$ cat src/hw/mlfc_params.svh
`ifndef MLFC_PARAMS_SVH
`define MLFC_PARAMS_SVH
// register offsets
`define MLFC_OFS_FAULT2    8'h92
`define MLFC_OFS_STATUS    8'ha0
`define MLFC_OFS_MASK      8'ha1
// field positions in the fault setting word
`define MLFC_BIT_RSVD      31
`define MLFC_BIT_SPD_EN    30
`define MLFC_BIT_BACK_EMF_EN   29
`define MLFC_BIT_ABS_EN    28
`define MLFC_SPD_THR_HI    27
`define MLFC_SPD_THR_LO    25
`define MLFC_BACK_EMF_THR_HI   24
`define MLFC_BACK_EMF_THR_LO   22
// event bit positions in status and mask
`define MLFC_EVT_SPD       0
`define MLFC_EVT_BACK_EMF      1
`define MLFC_EVT_ABS       2
`define MLFC_EVT_CFG       3
`define MLFC_NUM_EVT       4
// reset values
`define MLFC_RST_EN        1'b0
`define MLFC_RST_THR       3'h0
`define MLFC_RST_EVT       4'h0
`define MLFC_RST_PCT       11'h000
// threshold decode, tenths of a percent
`define MLFC_SPD_BASE_X10  11'h514
`define MLFC_SPD_STEP_X10  11'h064
`define MLFC_BACK_EMF_X10_0    11'h190
`define MLFC_BACK_EMF_X10_1    11'h1c2
`define MLFC_BACK_EMF_X10_2    11'h1f4
`define MLFC_BACK_EMF_X10_3    11'h226
`define MLFC_BACK_EMF_X10_4    11'h258
`define MLFC_BACK_EMF_X10_5    11'h28a
`define MLFC_BACK_EMF_X10_6    11'h2a3
`define MLFC_BACK_EMF_X10_7    11'h2bc
`endif

$ cat src/hw/mlfc_pkg.sv
package mlfc_pkg;
    // three-bit threshold code as stored
    typedef logic [2:0] mlfc_code_t;
    // decoded threshold in tenths of a percent
    typedef logic [10:0] mlfc_pct_t;
    // register selected by the current address
    typedef enum logic [1:0] {
        MLFC_SEL_NONE,
        MLFC_SEL_FAULT2,
        MLFC_SEL_STATUS,
        MLFC_SEL_MASK
    } mlfc_sel_t;
endpackage

$ cat src/hw/mlfc_cfg_if.sv
`timescale 1ns/1ps
// threshold codes out, decoded percentages back
interface mlfc_cfg_if;
    mlfc_pkg::mlfc_code_t speed_code;
    mlfc_pkg::mlfc_code_t back_emf_code;
    mlfc_pkg::mlfc_pct_t  speed_pct;
    mlfc_pkg::mlfc_pct_t  back_emf_pct;
    modport ctl (output speed_code, output back_emf_code, input speed_pct, input back_emf_pct);
    modport dec (input speed_code, input back_emf_code, output speed_pct, output back_emf_pct);
endinterface

$ cat src/hw/mlfc_thr_dec.sv
`timescale 1ns/1ps
`include "mlfc_params.svh"
module mlfc_thr_dec (
    mlfc_cfg_if.dec cfg
);
    // speed threshold is linear: base plus code times step
    always_comb begin
        cfg.speed_pct = `MLFC_SPD_BASE_X10 + (`MLFC_SPD_STEP_X10 * {8'h00, cfg.speed_code});
    end

    // back emf steps are irregular near the top, so a table
    always_comb begin
        case (cfg.back_emf_code)
            3'h0: cfg.back_emf_pct = `MLFC_BACK_EMF_X10_0;
            3'h1: cfg.back_emf_pct = `MLFC_BACK_EMF_X10_1;
            3'h2: cfg.back_emf_pct = `MLFC_BACK_EMF_X10_2;
            3'h3: cfg.back_emf_pct = `MLFC_BACK_EMF_X10_3;
            3'h4: cfg.back_emf_pct = `MLFC_BACK_EMF_X10_4;
            3'h5: cfg.back_emf_pct = `MLFC_BACK_EMF_X10_5;
            3'h6: cfg.back_emf_pct = `MLFC_BACK_EMF_X10_6;
            3'h7: cfg.back_emf_pct = `MLFC_BACK_EMF_X10_7;
            default: cfg.back_emf_pct = `MLFC_BACK_EMF_X10_0;
        endcase
    end
endmodule // mlfc_thr_dec

$ cat src/hw/mlfc_sticky.sv
`timescale 1ns/1ps
`include "mlfc_params.svh"
module mlfc_sticky #(
    parameter int N = 4
) (
    input  wire logic         clk,
    input  wire logic         rst,
    input  wire logic [N-1:0] set_i,
    input  wire logic [N-1:0] clr_i,
    input  wire logic [N-1:0] mask_i,
    output logic      [N-1:0] status_o,
    output logic              irq_o
);
    if (N < 1) begin : g_chk
        $error("mlfc_sticky needs at least one event");
    end

    // one flag per event; set beats a clear in the same cycle
    for (genvar i = 0; i < N; i++) begin : g_flag
        always_ff @(posedge clk or posedge rst) begin
            if (rst) begin
                status_o[i] <= 1'b0;
            end else if (set_i[i]) begin
                status_o[i] <= 1'b1;
            end else if (clr_i[i]) begin
                status_o[i] <= 1'b0;
            end
        end
    end

    // level interrupt while any unmasked flag stands
    assign irq_o = |(status_o & mask_i);
endmodule // mlfc_sticky

$ cat src/hw/mlfc_top.sv
// Chosen here: strobed register access.
`timescale 1ns/1ps
`include "mlfc_params.svh"
// How it works
// - the fault setting word sits at offset 92h and every field clears to zero on reset.
// - bit 31 is reserved, read only, and always reads zero.
// - bit 30 enables the overspeed lock detector, read/write, disabled after reset.
// - bit 29 enables the back emf lock detector, read/write, disabled after reset.
// - bit 28 enables the absent motor lock detector, read/write, disabled after reset.
// - bits 27:25 pick the overspeed threshold, 130% plus 10% per code up to 200%.
// - bits 24:22 pick the back emf threshold from 40,45,50,55,60,65,67.5 and 70 percent.
module mlfc_top #(
    parameter int ADDR_W = 8
) (
    input  wire logic              clk,
    input  wire logic              rst,
    input  wire logic [ADDR_W-1:0] reg_addr,
    input  wire logic [31:0]       reg_wdata,
    input  wire logic              reg_wr,
    input  wire logic              reg_rd,
    output logic      [31:0]       reg_rdata,
    input  wire logic              speed_lock_detect,
    input  wire logic              backemf_lock_detect,
    input  wire logic              absent_motor_detect,
    output logic                   speed_lock_enable,
    output logic                   backemf_lock_enable,
    output logic                   absent_motor_lock_enable,
    output logic      [2:0]        overspeed_lock_threshold,
    output logic      [2:0]        backemf_lock_threshold,
    output logic      [10:0]       overspeed_limit_x10,
    output logic      [10:0]       backemf_limit_x10,
    output logic                   cfg_update,
    output logic      [2:0]        lock_fault,
    output logic                   any_lock_fault,
    output logic                   irq
);
    // the offsets are eight bits wide; a narrower bus cannot reach them
    if (ADDR_W < 8) begin : g_chk
        $error("mlfc_top needs ADDR_W of at least 8");
    end

    // the readback packs the fields by position; an overlap would alias bits
    if (`MLFC_SPD_THR_LO <= `MLFC_BACK_EMF_THR_HI) begin : g_chk_fields
        $error("mlfc_top threshold fields overlap");
    end

    // every event needs its own flag inside the low status bits
    if (`MLFC_EVT_CFG >= `MLFC_NUM_EVT || `MLFC_NUM_EVT > 28) begin : g_chk_evt
        $error("mlfc_top event vector does not fit");
    end

    // the three offsets must decode apart, or one register would shadow another
    if (`MLFC_OFS_FAULT2 == `MLFC_OFS_STATUS || `MLFC_OFS_FAULT2 == `MLFC_OFS_MASK
        || `MLFC_OFS_STATUS == `MLFC_OFS_MASK) begin : g_chk_ofs
        $error("mlfc_top register offsets collide");
    end

    // stored configuration
    logic                 spd_en_q;
    logic                 back_emf_en_q;
    logic                 abs_en_q;
    mlfc_pkg::mlfc_code_t spd_thr_q;
    mlfc_pkg::mlfc_code_t back_emf_thr_q;
    logic [`MLFC_NUM_EVT-1:0] mask_q;

    // map on reg_addr: setting word, then status (write one to clear) and mask
    // status and mask bits: overspeed, back emf, absent motor, setting written
    // a read answers in the next cycle only; unmapped places read zero
    // bus side
    mlfc_pkg::mlfc_sel_t  sel;
    logic                 wr_fault2;
    logic                 wr_status;
    logic                 wr_mask;
    logic [31:0]          fault2_word;
    logic [31:0]          rdata_d;
    logic [31:0]          rdata_q;

    // detector side
    logic [2:0]           det_raw;
    logic [2:0]           det_en;
    logic [2:0]           det_act;
    logic [2:0]           det_prev_q;
    logic [2:0]           det_rise;
    logic [2:0]           lock_fault_q;
    logic                 any_fault_q;
    logic                 cfg_update_q;
    mlfc_pkg::mlfc_pct_t  spd_pct_q;
    mlfc_pkg::mlfc_pct_t  back_emf_pct_q;

    // interrupt side
    logic [`MLFC_NUM_EVT-1:0] evt_set;
    logic [`MLFC_NUM_EVT-1:0] evt_clr;
    logic [`MLFC_NUM_EVT-1:0] evt_status;
    logic                     irq_raw;

    mlfc_cfg_if cfg_bus ();

    // address decode; anything unlisted selects nothing
    always_comb begin
        if (reg_addr == ADDR_W'(`MLFC_OFS_FAULT2)) begin
            sel = mlfc_pkg::MLFC_SEL_FAULT2;
        end else if (reg_addr == ADDR_W'(`MLFC_OFS_STATUS)) begin
            sel = mlfc_pkg::MLFC_SEL_STATUS;
        end else if (reg_addr == ADDR_W'(`MLFC_OFS_MASK)) begin
            sel = mlfc_pkg::MLFC_SEL_MASK;
        end else begin
            sel = mlfc_pkg::MLFC_SEL_NONE;
        end
    end

    // write strobes per register
    assign wr_fault2 = reg_wr && (sel == mlfc_pkg::MLFC_SEL_FAULT2);
    assign wr_status = reg_wr && (sel == mlfc_pkg::MLFC_SEL_STATUS);
    assign wr_mask   = reg_wr && (sel == mlfc_pkg::MLFC_SEL_MASK);

    // overspeed detector enable
    always_ff @(posedge clk or posedge rst) begin
        if (rst) begin
            spd_en_q <= `MLFC_RST_EN;
        end else if (wr_fault2) begin
            spd_en_q <= reg_wdata[`MLFC_BIT_SPD_EN];
        end
    end

    // back emf detector enable
    always_ff @(posedge clk or posedge rst) begin
        if (rst) begin
            back_emf_en_q <= `MLFC_RST_EN;
        end else if (wr_fault2) begin
            back_emf_en_q <= reg_wdata[`MLFC_BIT_BACK_EMF_EN];
        end
    end

    // absent motor detector enable
    always_ff @(posedge clk or posedge rst) begin
        if (rst) begin
            abs_en_q <= `MLFC_RST_EN;
        end else if (wr_fault2) begin
            abs_en_q <= reg_wdata[`MLFC_BIT_ABS_EN];
        end
    end

    // overspeed threshold code; bit 31 and the low fields have no storage at all
    always_ff @(posedge clk or posedge rst) begin
        if (rst) begin
            spd_thr_q <= `MLFC_RST_THR;
        end else if (wr_fault2) begin
            spd_thr_q <= reg_wdata[`MLFC_SPD_THR_HI:`MLFC_SPD_THR_LO];
        end
    end

    // back emf threshold code
    always_ff @(posedge clk or posedge rst) begin
        if (rst) begin
            back_emf_thr_q <= `MLFC_RST_THR;
        end else if (wr_fault2) begin
            back_emf_thr_q <= reg_wdata[`MLFC_BACK_EMF_THR_HI:`MLFC_BACK_EMF_THR_LO];
        end
    end

    // interrupt mask, one bit per event
    always_ff @(posedge clk or posedge rst) begin
        if (rst) begin
            mask_q <= `MLFC_RST_EVT;
        end else if (wr_mask) begin
            mask_q <= reg_wdata[`MLFC_NUM_EVT-1:0];
        end
    end

    // readback image of the fault setting word
    always_comb begin
        fault2_word = 32'h0000_0000;
        fault2_word[`MLFC_BIT_RSVD] = 1'b0;
        fault2_word[`MLFC_BIT_SPD_EN] = spd_en_q;
        fault2_word[`MLFC_BIT_BACK_EMF_EN] = back_emf_en_q;
        fault2_word[`MLFC_BIT_ABS_EN] = abs_en_q;
        fault2_word[`MLFC_SPD_THR_HI:`MLFC_SPD_THR_LO] = spd_thr_q;
        fault2_word[`MLFC_BACK_EMF_THR_HI:`MLFC_BACK_EMF_THR_LO] = back_emf_thr_q;
    end

    // read mux; unmapped addresses answer zero
    always_comb begin
        case (sel)
            mlfc_pkg::MLFC_SEL_FAULT2: begin
                rdata_d = fault2_word;
            end
            mlfc_pkg::MLFC_SEL_STATUS: begin
                rdata_d = {28'h000_0000, evt_status};
            end
            mlfc_pkg::MLFC_SEL_MASK: begin
                rdata_d = {28'h000_0000, mask_q};
            end
            default: begin
                rdata_d = 32'h0000_0000;
            end
        endcase
    end

    // read data stands only in the cycle after the strobe
    always_ff @(posedge clk or posedge rst) begin
        if (rst) begin
            rdata_q <= 32'h0000_0000;
        end else if (reg_rd) begin
            rdata_q <= rdata_d;
        end else begin
            rdata_q <= 32'h0000_0000;
        end
    end

    assign reg_rdata = rdata_q;

    // enables go straight out so the detectors track the stored bits
    assign speed_lock_enable        = spd_en_q;
    assign backemf_lock_enable      = back_emf_en_q;
    assign absent_motor_lock_enable = abs_en_q;
    assign overspeed_lock_threshold = spd_thr_q;
    assign backemf_lock_threshold   = back_emf_thr_q;

    // codes to the decoder
    assign cfg_bus.speed_code = spd_thr_q;
    assign cfg_bus.back_emf_code  = back_emf_thr_q;

    mlfc_thr_dec u_dec (
        .cfg (cfg_bus.dec)
    );

    // decoded overspeed limit registered, one cycle behind the code
    always_ff @(posedge clk or posedge rst) begin
        if (rst) begin
            spd_pct_q <= `MLFC_RST_PCT;
        end else begin
            spd_pct_q <= cfg_bus.speed_pct;
        end
    end

    // decoded back emf limit, same lag so both limits move together
    always_ff @(posedge clk or posedge rst) begin
        if (rst) begin
            back_emf_pct_q <= `MLFC_RST_PCT;
        end else begin
            back_emf_pct_q <= cfg_bus.back_emf_pct;
        end
    end

    assign overspeed_limit_x10 = spd_pct_q;
    assign backemf_limit_x10   = back_emf_pct_q;

    // one pulse after any write to the setting word
    always_ff @(posedge clk or posedge rst) begin
        if (rst) begin
            cfg_update_q <= 1'b0;
        end else begin
            cfg_update_q <= wr_fault2;
        end
    end

    assign cfg_update = cfg_update_q;

    // detector flags count only while their detector is enabled
    assign det_raw = {absent_motor_detect, backemf_lock_detect, speed_lock_detect};
    assign det_en  = {abs_en_q, back_emf_en_q, spd_en_q};
    assign det_act = det_raw & det_en;

    // edge memory, so a held flag raises one event only
    always_ff @(posedge clk or posedge rst) begin
        if (rst) begin
            det_prev_q <= 3'h0;
        end else begin
            det_prev_q <= det_act;
        end
    end

    assign det_rise = det_act & ~det_prev_q;

    // lock fault levels for the fault handler
    always_ff @(posedge clk or posedge rst) begin
        if (rst) begin
            lock_fault_q <= 3'h0;
        end else begin
            lock_fault_q <= det_act;
        end
    end

    assign lock_fault     = lock_fault_q;

    // summary registered too, so it lines up with the levels above
    always_ff @(posedge clk or posedge rst) begin
        if (rst) begin
            any_fault_q <= 1'b0;
        end else begin
            any_fault_q <= |det_act;
        end
    end

    assign any_lock_fault = any_fault_q;

    // event vector and write-one-to-clear
    always_comb begin
        evt_set = `MLFC_RST_EVT;
        evt_set[`MLFC_EVT_SPD]  = det_rise[0];
        evt_set[`MLFC_EVT_BACK_EMF] = det_rise[1];
        evt_set[`MLFC_EVT_ABS]  = det_rise[2];
        evt_set[`MLFC_EVT_CFG]  = wr_fault2;
    end

    assign evt_clr = wr_status ? reg_wdata[`MLFC_NUM_EVT-1:0] : `MLFC_RST_EVT;

    mlfc_sticky #(
        .N (`MLFC_NUM_EVT)
    ) u_sticky (
        .clk      (clk),
        .rst      (rst),
        .set_i    (evt_set),
        .clr_i    (evt_clr),
        .mask_i   (mask_q),
        .status_o (evt_status),
        .irq_o    (irq_raw)
    );

    assign irq = irq_raw;
endmodule // mlfc_top

$ cat config.mk
export PLATFORM = sky130hd
export DESIGN_NAME = mlfc_top
export DESIGN_NICKNAME = d
export VERILOG_FILES = /design/src/hw/mlfc_pkg.sv /design/src/hw/mlfc_cfg_if.sv /design/src/hw/mlfc_thr_dec.sv /design/src/hw/mlfc_sticky.sv /design/src/hw/mlfc_top.sv
export VERILOG_INCLUDE_DIRS = /design/src /design/src/hw
export SDC_FILE = /design/constraint.sdc
export NUM_CORES = 1
export LEC_CHECK = 0
export BUFFER_PORTS_ARGS = -buffer_cell sky130_fd_sc_hd__buf_2
export CELL_PAD_IN_SITES_DETAIL_PLACEMENT = 1
export CELL_PAD_IN_SITES_GLOBAL_PLACEMENT = 2
export CORE_ASPECT_RATIO = 1.75
export CORE_MARGIN = 2
export CORE_UTILIZATION = 30
export DETAILED_ROUTE_END_ITERATION = 12
export GPL_ROUTABILITY_DRIVEN = 0
export GPL_TIMING_DRIVEN = 0
export PLACE_DENSITY = 0.83
export SYNTH_ARGS = -nofsm -noshare
export SYNTH_HDL_FRONTEND = slang
export SYNTH_SLANG_ARGS = --single-unit
$ cat constraint.sdc
create_clock -name clk -period 2.95 [get_ports clk]
set_input_delay 0.1475 -clock clk [delete_from_list [all_inputs] [get_ports clk]]
set_output_delay 0.1475 -clock clk [all_outputs]
set_load 0.03 [all_outputs]
==> out/results.ini <==
[global_routing]
grt_pass1_vias = 1757
grt_overflow = 0
grt_max_degree = 44
grt_usage = 0.1275
grt_first_pass_wirelength_um = 8431
antenna_found_initial = 0

[cells_and_area]
syn2layout_area_growth_pct = 31.96
n_fill_cell = 883
drive_gt1_frac = 0.4122
finalInstanceArea_um2 = 3115
fin_nets = 354
n_antenna_cell = 0

[yosys]
synth.largest_area_cell = dfrtp_1
synth_xor_area_frac = 0.02226
ys_ff_latch = 54
synth_compound_area_frac = 0.04505
ys_types = 32
synth_fa_ha_area_frac = 0.06359
synth_cells = 191
syn_area_um2 = 2361
yosys.area.top_type_share = 0.5723
ys_seq_area_frac = 0.5723
muxShareOfSynthArea = 0.08797
synthTopCellsByArea = dfrtp_1 (57%), buf_4 (7.0%), mux2_2 (6.7%)
ys_warn_count = 0
syn-mean-instance-area_um2 = 12.36
synth_top_family_by_area = buffers and inverters
yosys.area_share.simple = 0.1002

[floorplanning]
start_util = 0.3099
rows = 42
num_io_pins = 116
dieArea_um2 = 8623
die_w_um = 71.06
fp.dieH_um = 121.4
coreArea_um2 = 7620

[sta]
timing.final.ws_setup_ns = 1.119
max_freq_mhz = 546.2
worst_slew_pin_slew_ns = 0.7349
post-route-period-util = 0.6206
hold_ws_ns = 0.08777
setup-violations-final = 0
slew_violations = 0
finalClockSkew_ns = 0.006796
relSlewSlack = 0.5064
fin_crit_ns = 1.831
rsz0062_at_grt = no
finalHoldViolations = 0
final.setup.tns_ns = 0

[clocking]
cts_max_level = 2
cts_tree = done
cts.sinks = 54
post_cts_buffers = 0
ctsResizeCount = 0
cts_root_buf = clkbuf_16
numCtsBuffers = 5
cts_max_path_buffers = 2
clkTransAtPathRegs_ns = 0.06
clk_latency_ns = 0.29

[route]
routedWlPerCell_um = 13.42
via_count = 1661
via_per_inst = 4.326
drt_iter0_drc = 81
first_pass_iters = 4
ant_nets = 0
route.detailed.drc = 0
routed_wl_um = 5153

[pwr]
power_density_nw_per_um2 = 551.6
ir_drop_uv = 279.2
leakage_nw = 1.780

[critical_path]
cp-end-kind = flip-flop
crit_fanout = 10
path_class = in2reg
crit_arrival_ns = 2.00
cp-start-kind = input port
critPathRequiredTime_ns = 3.12

[placed_design]
hpwl_um = 4137
placed_cell_area_um2 = 2940
portBuffers = 74
post-place-ws_ns = 0.7806

[run]
cap_violations = 0

[status]
status = finished clean

[min_path]
hold_path_class = in2reg

-- power breakdown --
group	leakage, nW	switching, W	total [W]	internal [W]
Sequential	0.708	0.0000301	0.000813	0.000783
Combinational	0.989	0.000163	0.000256	0.0000926
Clock	0.0836	0.000253	0.000650	0.000397
Total	1.78	0.000446	0.00172	0.00127
-- cell usage after synthesis (all sizes together) --
cell type,number
nand4,1
mux2i,5
o21ai,7
or4b,1
and2,10
nand2b,1
o41ai,4
nand3,1
nor2b,1
xor2,1
dfrtp,54
xnor2,5
conb,1
clkbuf,3
buf,23
ha,12
inv,19
a22oi,3
a31oi,1
and3,2
nor2,6
nor4b,1
nand3b,1
a21o,1
mux2,14
nand2,7
or3,2
nor4,1
nor3b,1
nor4bb,1
or4bb,1
-- logic make-up (layout without fill, tap and decap cells) --
group	Yosys count	after routing
multiplexers	19	19
AO/OA/AOI/OAI	16	16
adder cells (fa/ha/maj)	12	12
other	1	22
flip-flops	54	54
XOR/XNOR	6	6
buffers and inverters	45	129
AND/OR/NAND/NOR	38	38
-- placed cells by master, fill, tap and decap left out, types with 3 or more instances in the layout --
cell type,instances
mux2_2,14
xnor2_1,5
dfrtp_1,54
buf_4,22
clkbuf_1,3
and2_1,10
o41ai_1,4
nand2_1,7
inv_1,18
conb_1,22
buf_2,75
mux2i_1,5
a22oi_1,3
ha_1,12
clkbuf_16,5
nor2_1,6
o21ai_0,7
-- cell type report --
| type | count | area, µm² | share of cell area |
|---|---|---|---|
| Clock inverter | 3 | 40.04 | 0.01285 |
| Multi-Input combinational cell | 113 | 835.8 | 0.2683 |
| Buffer | 26 | 181.4 | 0.05823 |
| Tap cell | 88 | 110.1 | 0.03534 |
| Sequential cell | 54 | 1351 | 0.4337 |
| Timing Repair Buffer | 76 | 400.4 | 0.1285 |
| Inverter | 19 | 71.32 | 0.02289 |
| Clock buffer | 5 | 125.1 | 0.04016 |
-- worst paths after layout --
check / cells past startpoint / from / slack (ns) / endpoint
min in group asynchronous: 3 / rst / 0.34 / reg_rdata[24]
setup reg to reg: 6 / overspeed_lock_threshold[1] / 1.13 / overspeed_limit_x10[10]
hold / removal: 2 / reg_wdata[26] / 0.09 / overspeed_lock_threshold[1]
hold reg to reg: 1 / lock_fault[1] / 0.47 / u_sticky.status_o[1]
setup / recovery: 5 / reg_addr[3] / 1.12 / speed_lock_enable
max in group asynchronous: 4 / rst / 2.11 / overspeed_limit_x10[8]
-- critical path, stage by stage --
cell and delay (ns):
buf_2 0.10, or4b_1 0.52, buf_2 0.19, nor4_4 0.63, mux2_2 0.41
-- what timing repair did --
| action | in CTS | in global routing |
|---|---|---|
| hold buffers | 1 | 0 |
| setup endpoints to repair | 0 | 0 |
| endpoints found under the hold margin | 11 | 0 |
-- state kept, by name (all words and copies together) (netlist names) --
register,count
overspeed_limit_x10,9
backemf_lock_threshold,3
overspeed_lock_threshold,3
backemf_lock_enable,1
lock_fault,3
speed_lock_enable,1
reg_rdata,13
absent_motor_lock_enable,1
backemf_limit_x10,10
u_sticky.status_o,4
any_lock_fault,1
mask_q,4
cfg_update,1
-- through the flow --
stage                 util  power (W)  instances
global placement    0.3833   0.001071        374
finish              0.4089   0.001719        384
detailed placement  0.3859   0.001086        375
CTS                 0.4089   0.001751        384
global route        0.4089   0.001809        384
floorplan                -   0.001006        212
-- per-layer routing --
| metal | global-route usage | share of wire | routed length, µm |
|---|---|---|---|
| met5 | 0 | 0 | 0 |
| met4 | 0.05660 | 0.022 | 111 |
| met3 | 0.03571 | 0.072 | 373 |
| met2 | 0.2366 | 0.56 | 2878 |
| met1 | 0.1295 | 0.35 | 1790 |
Note: power is estimated with default switching activity, not from simulation.
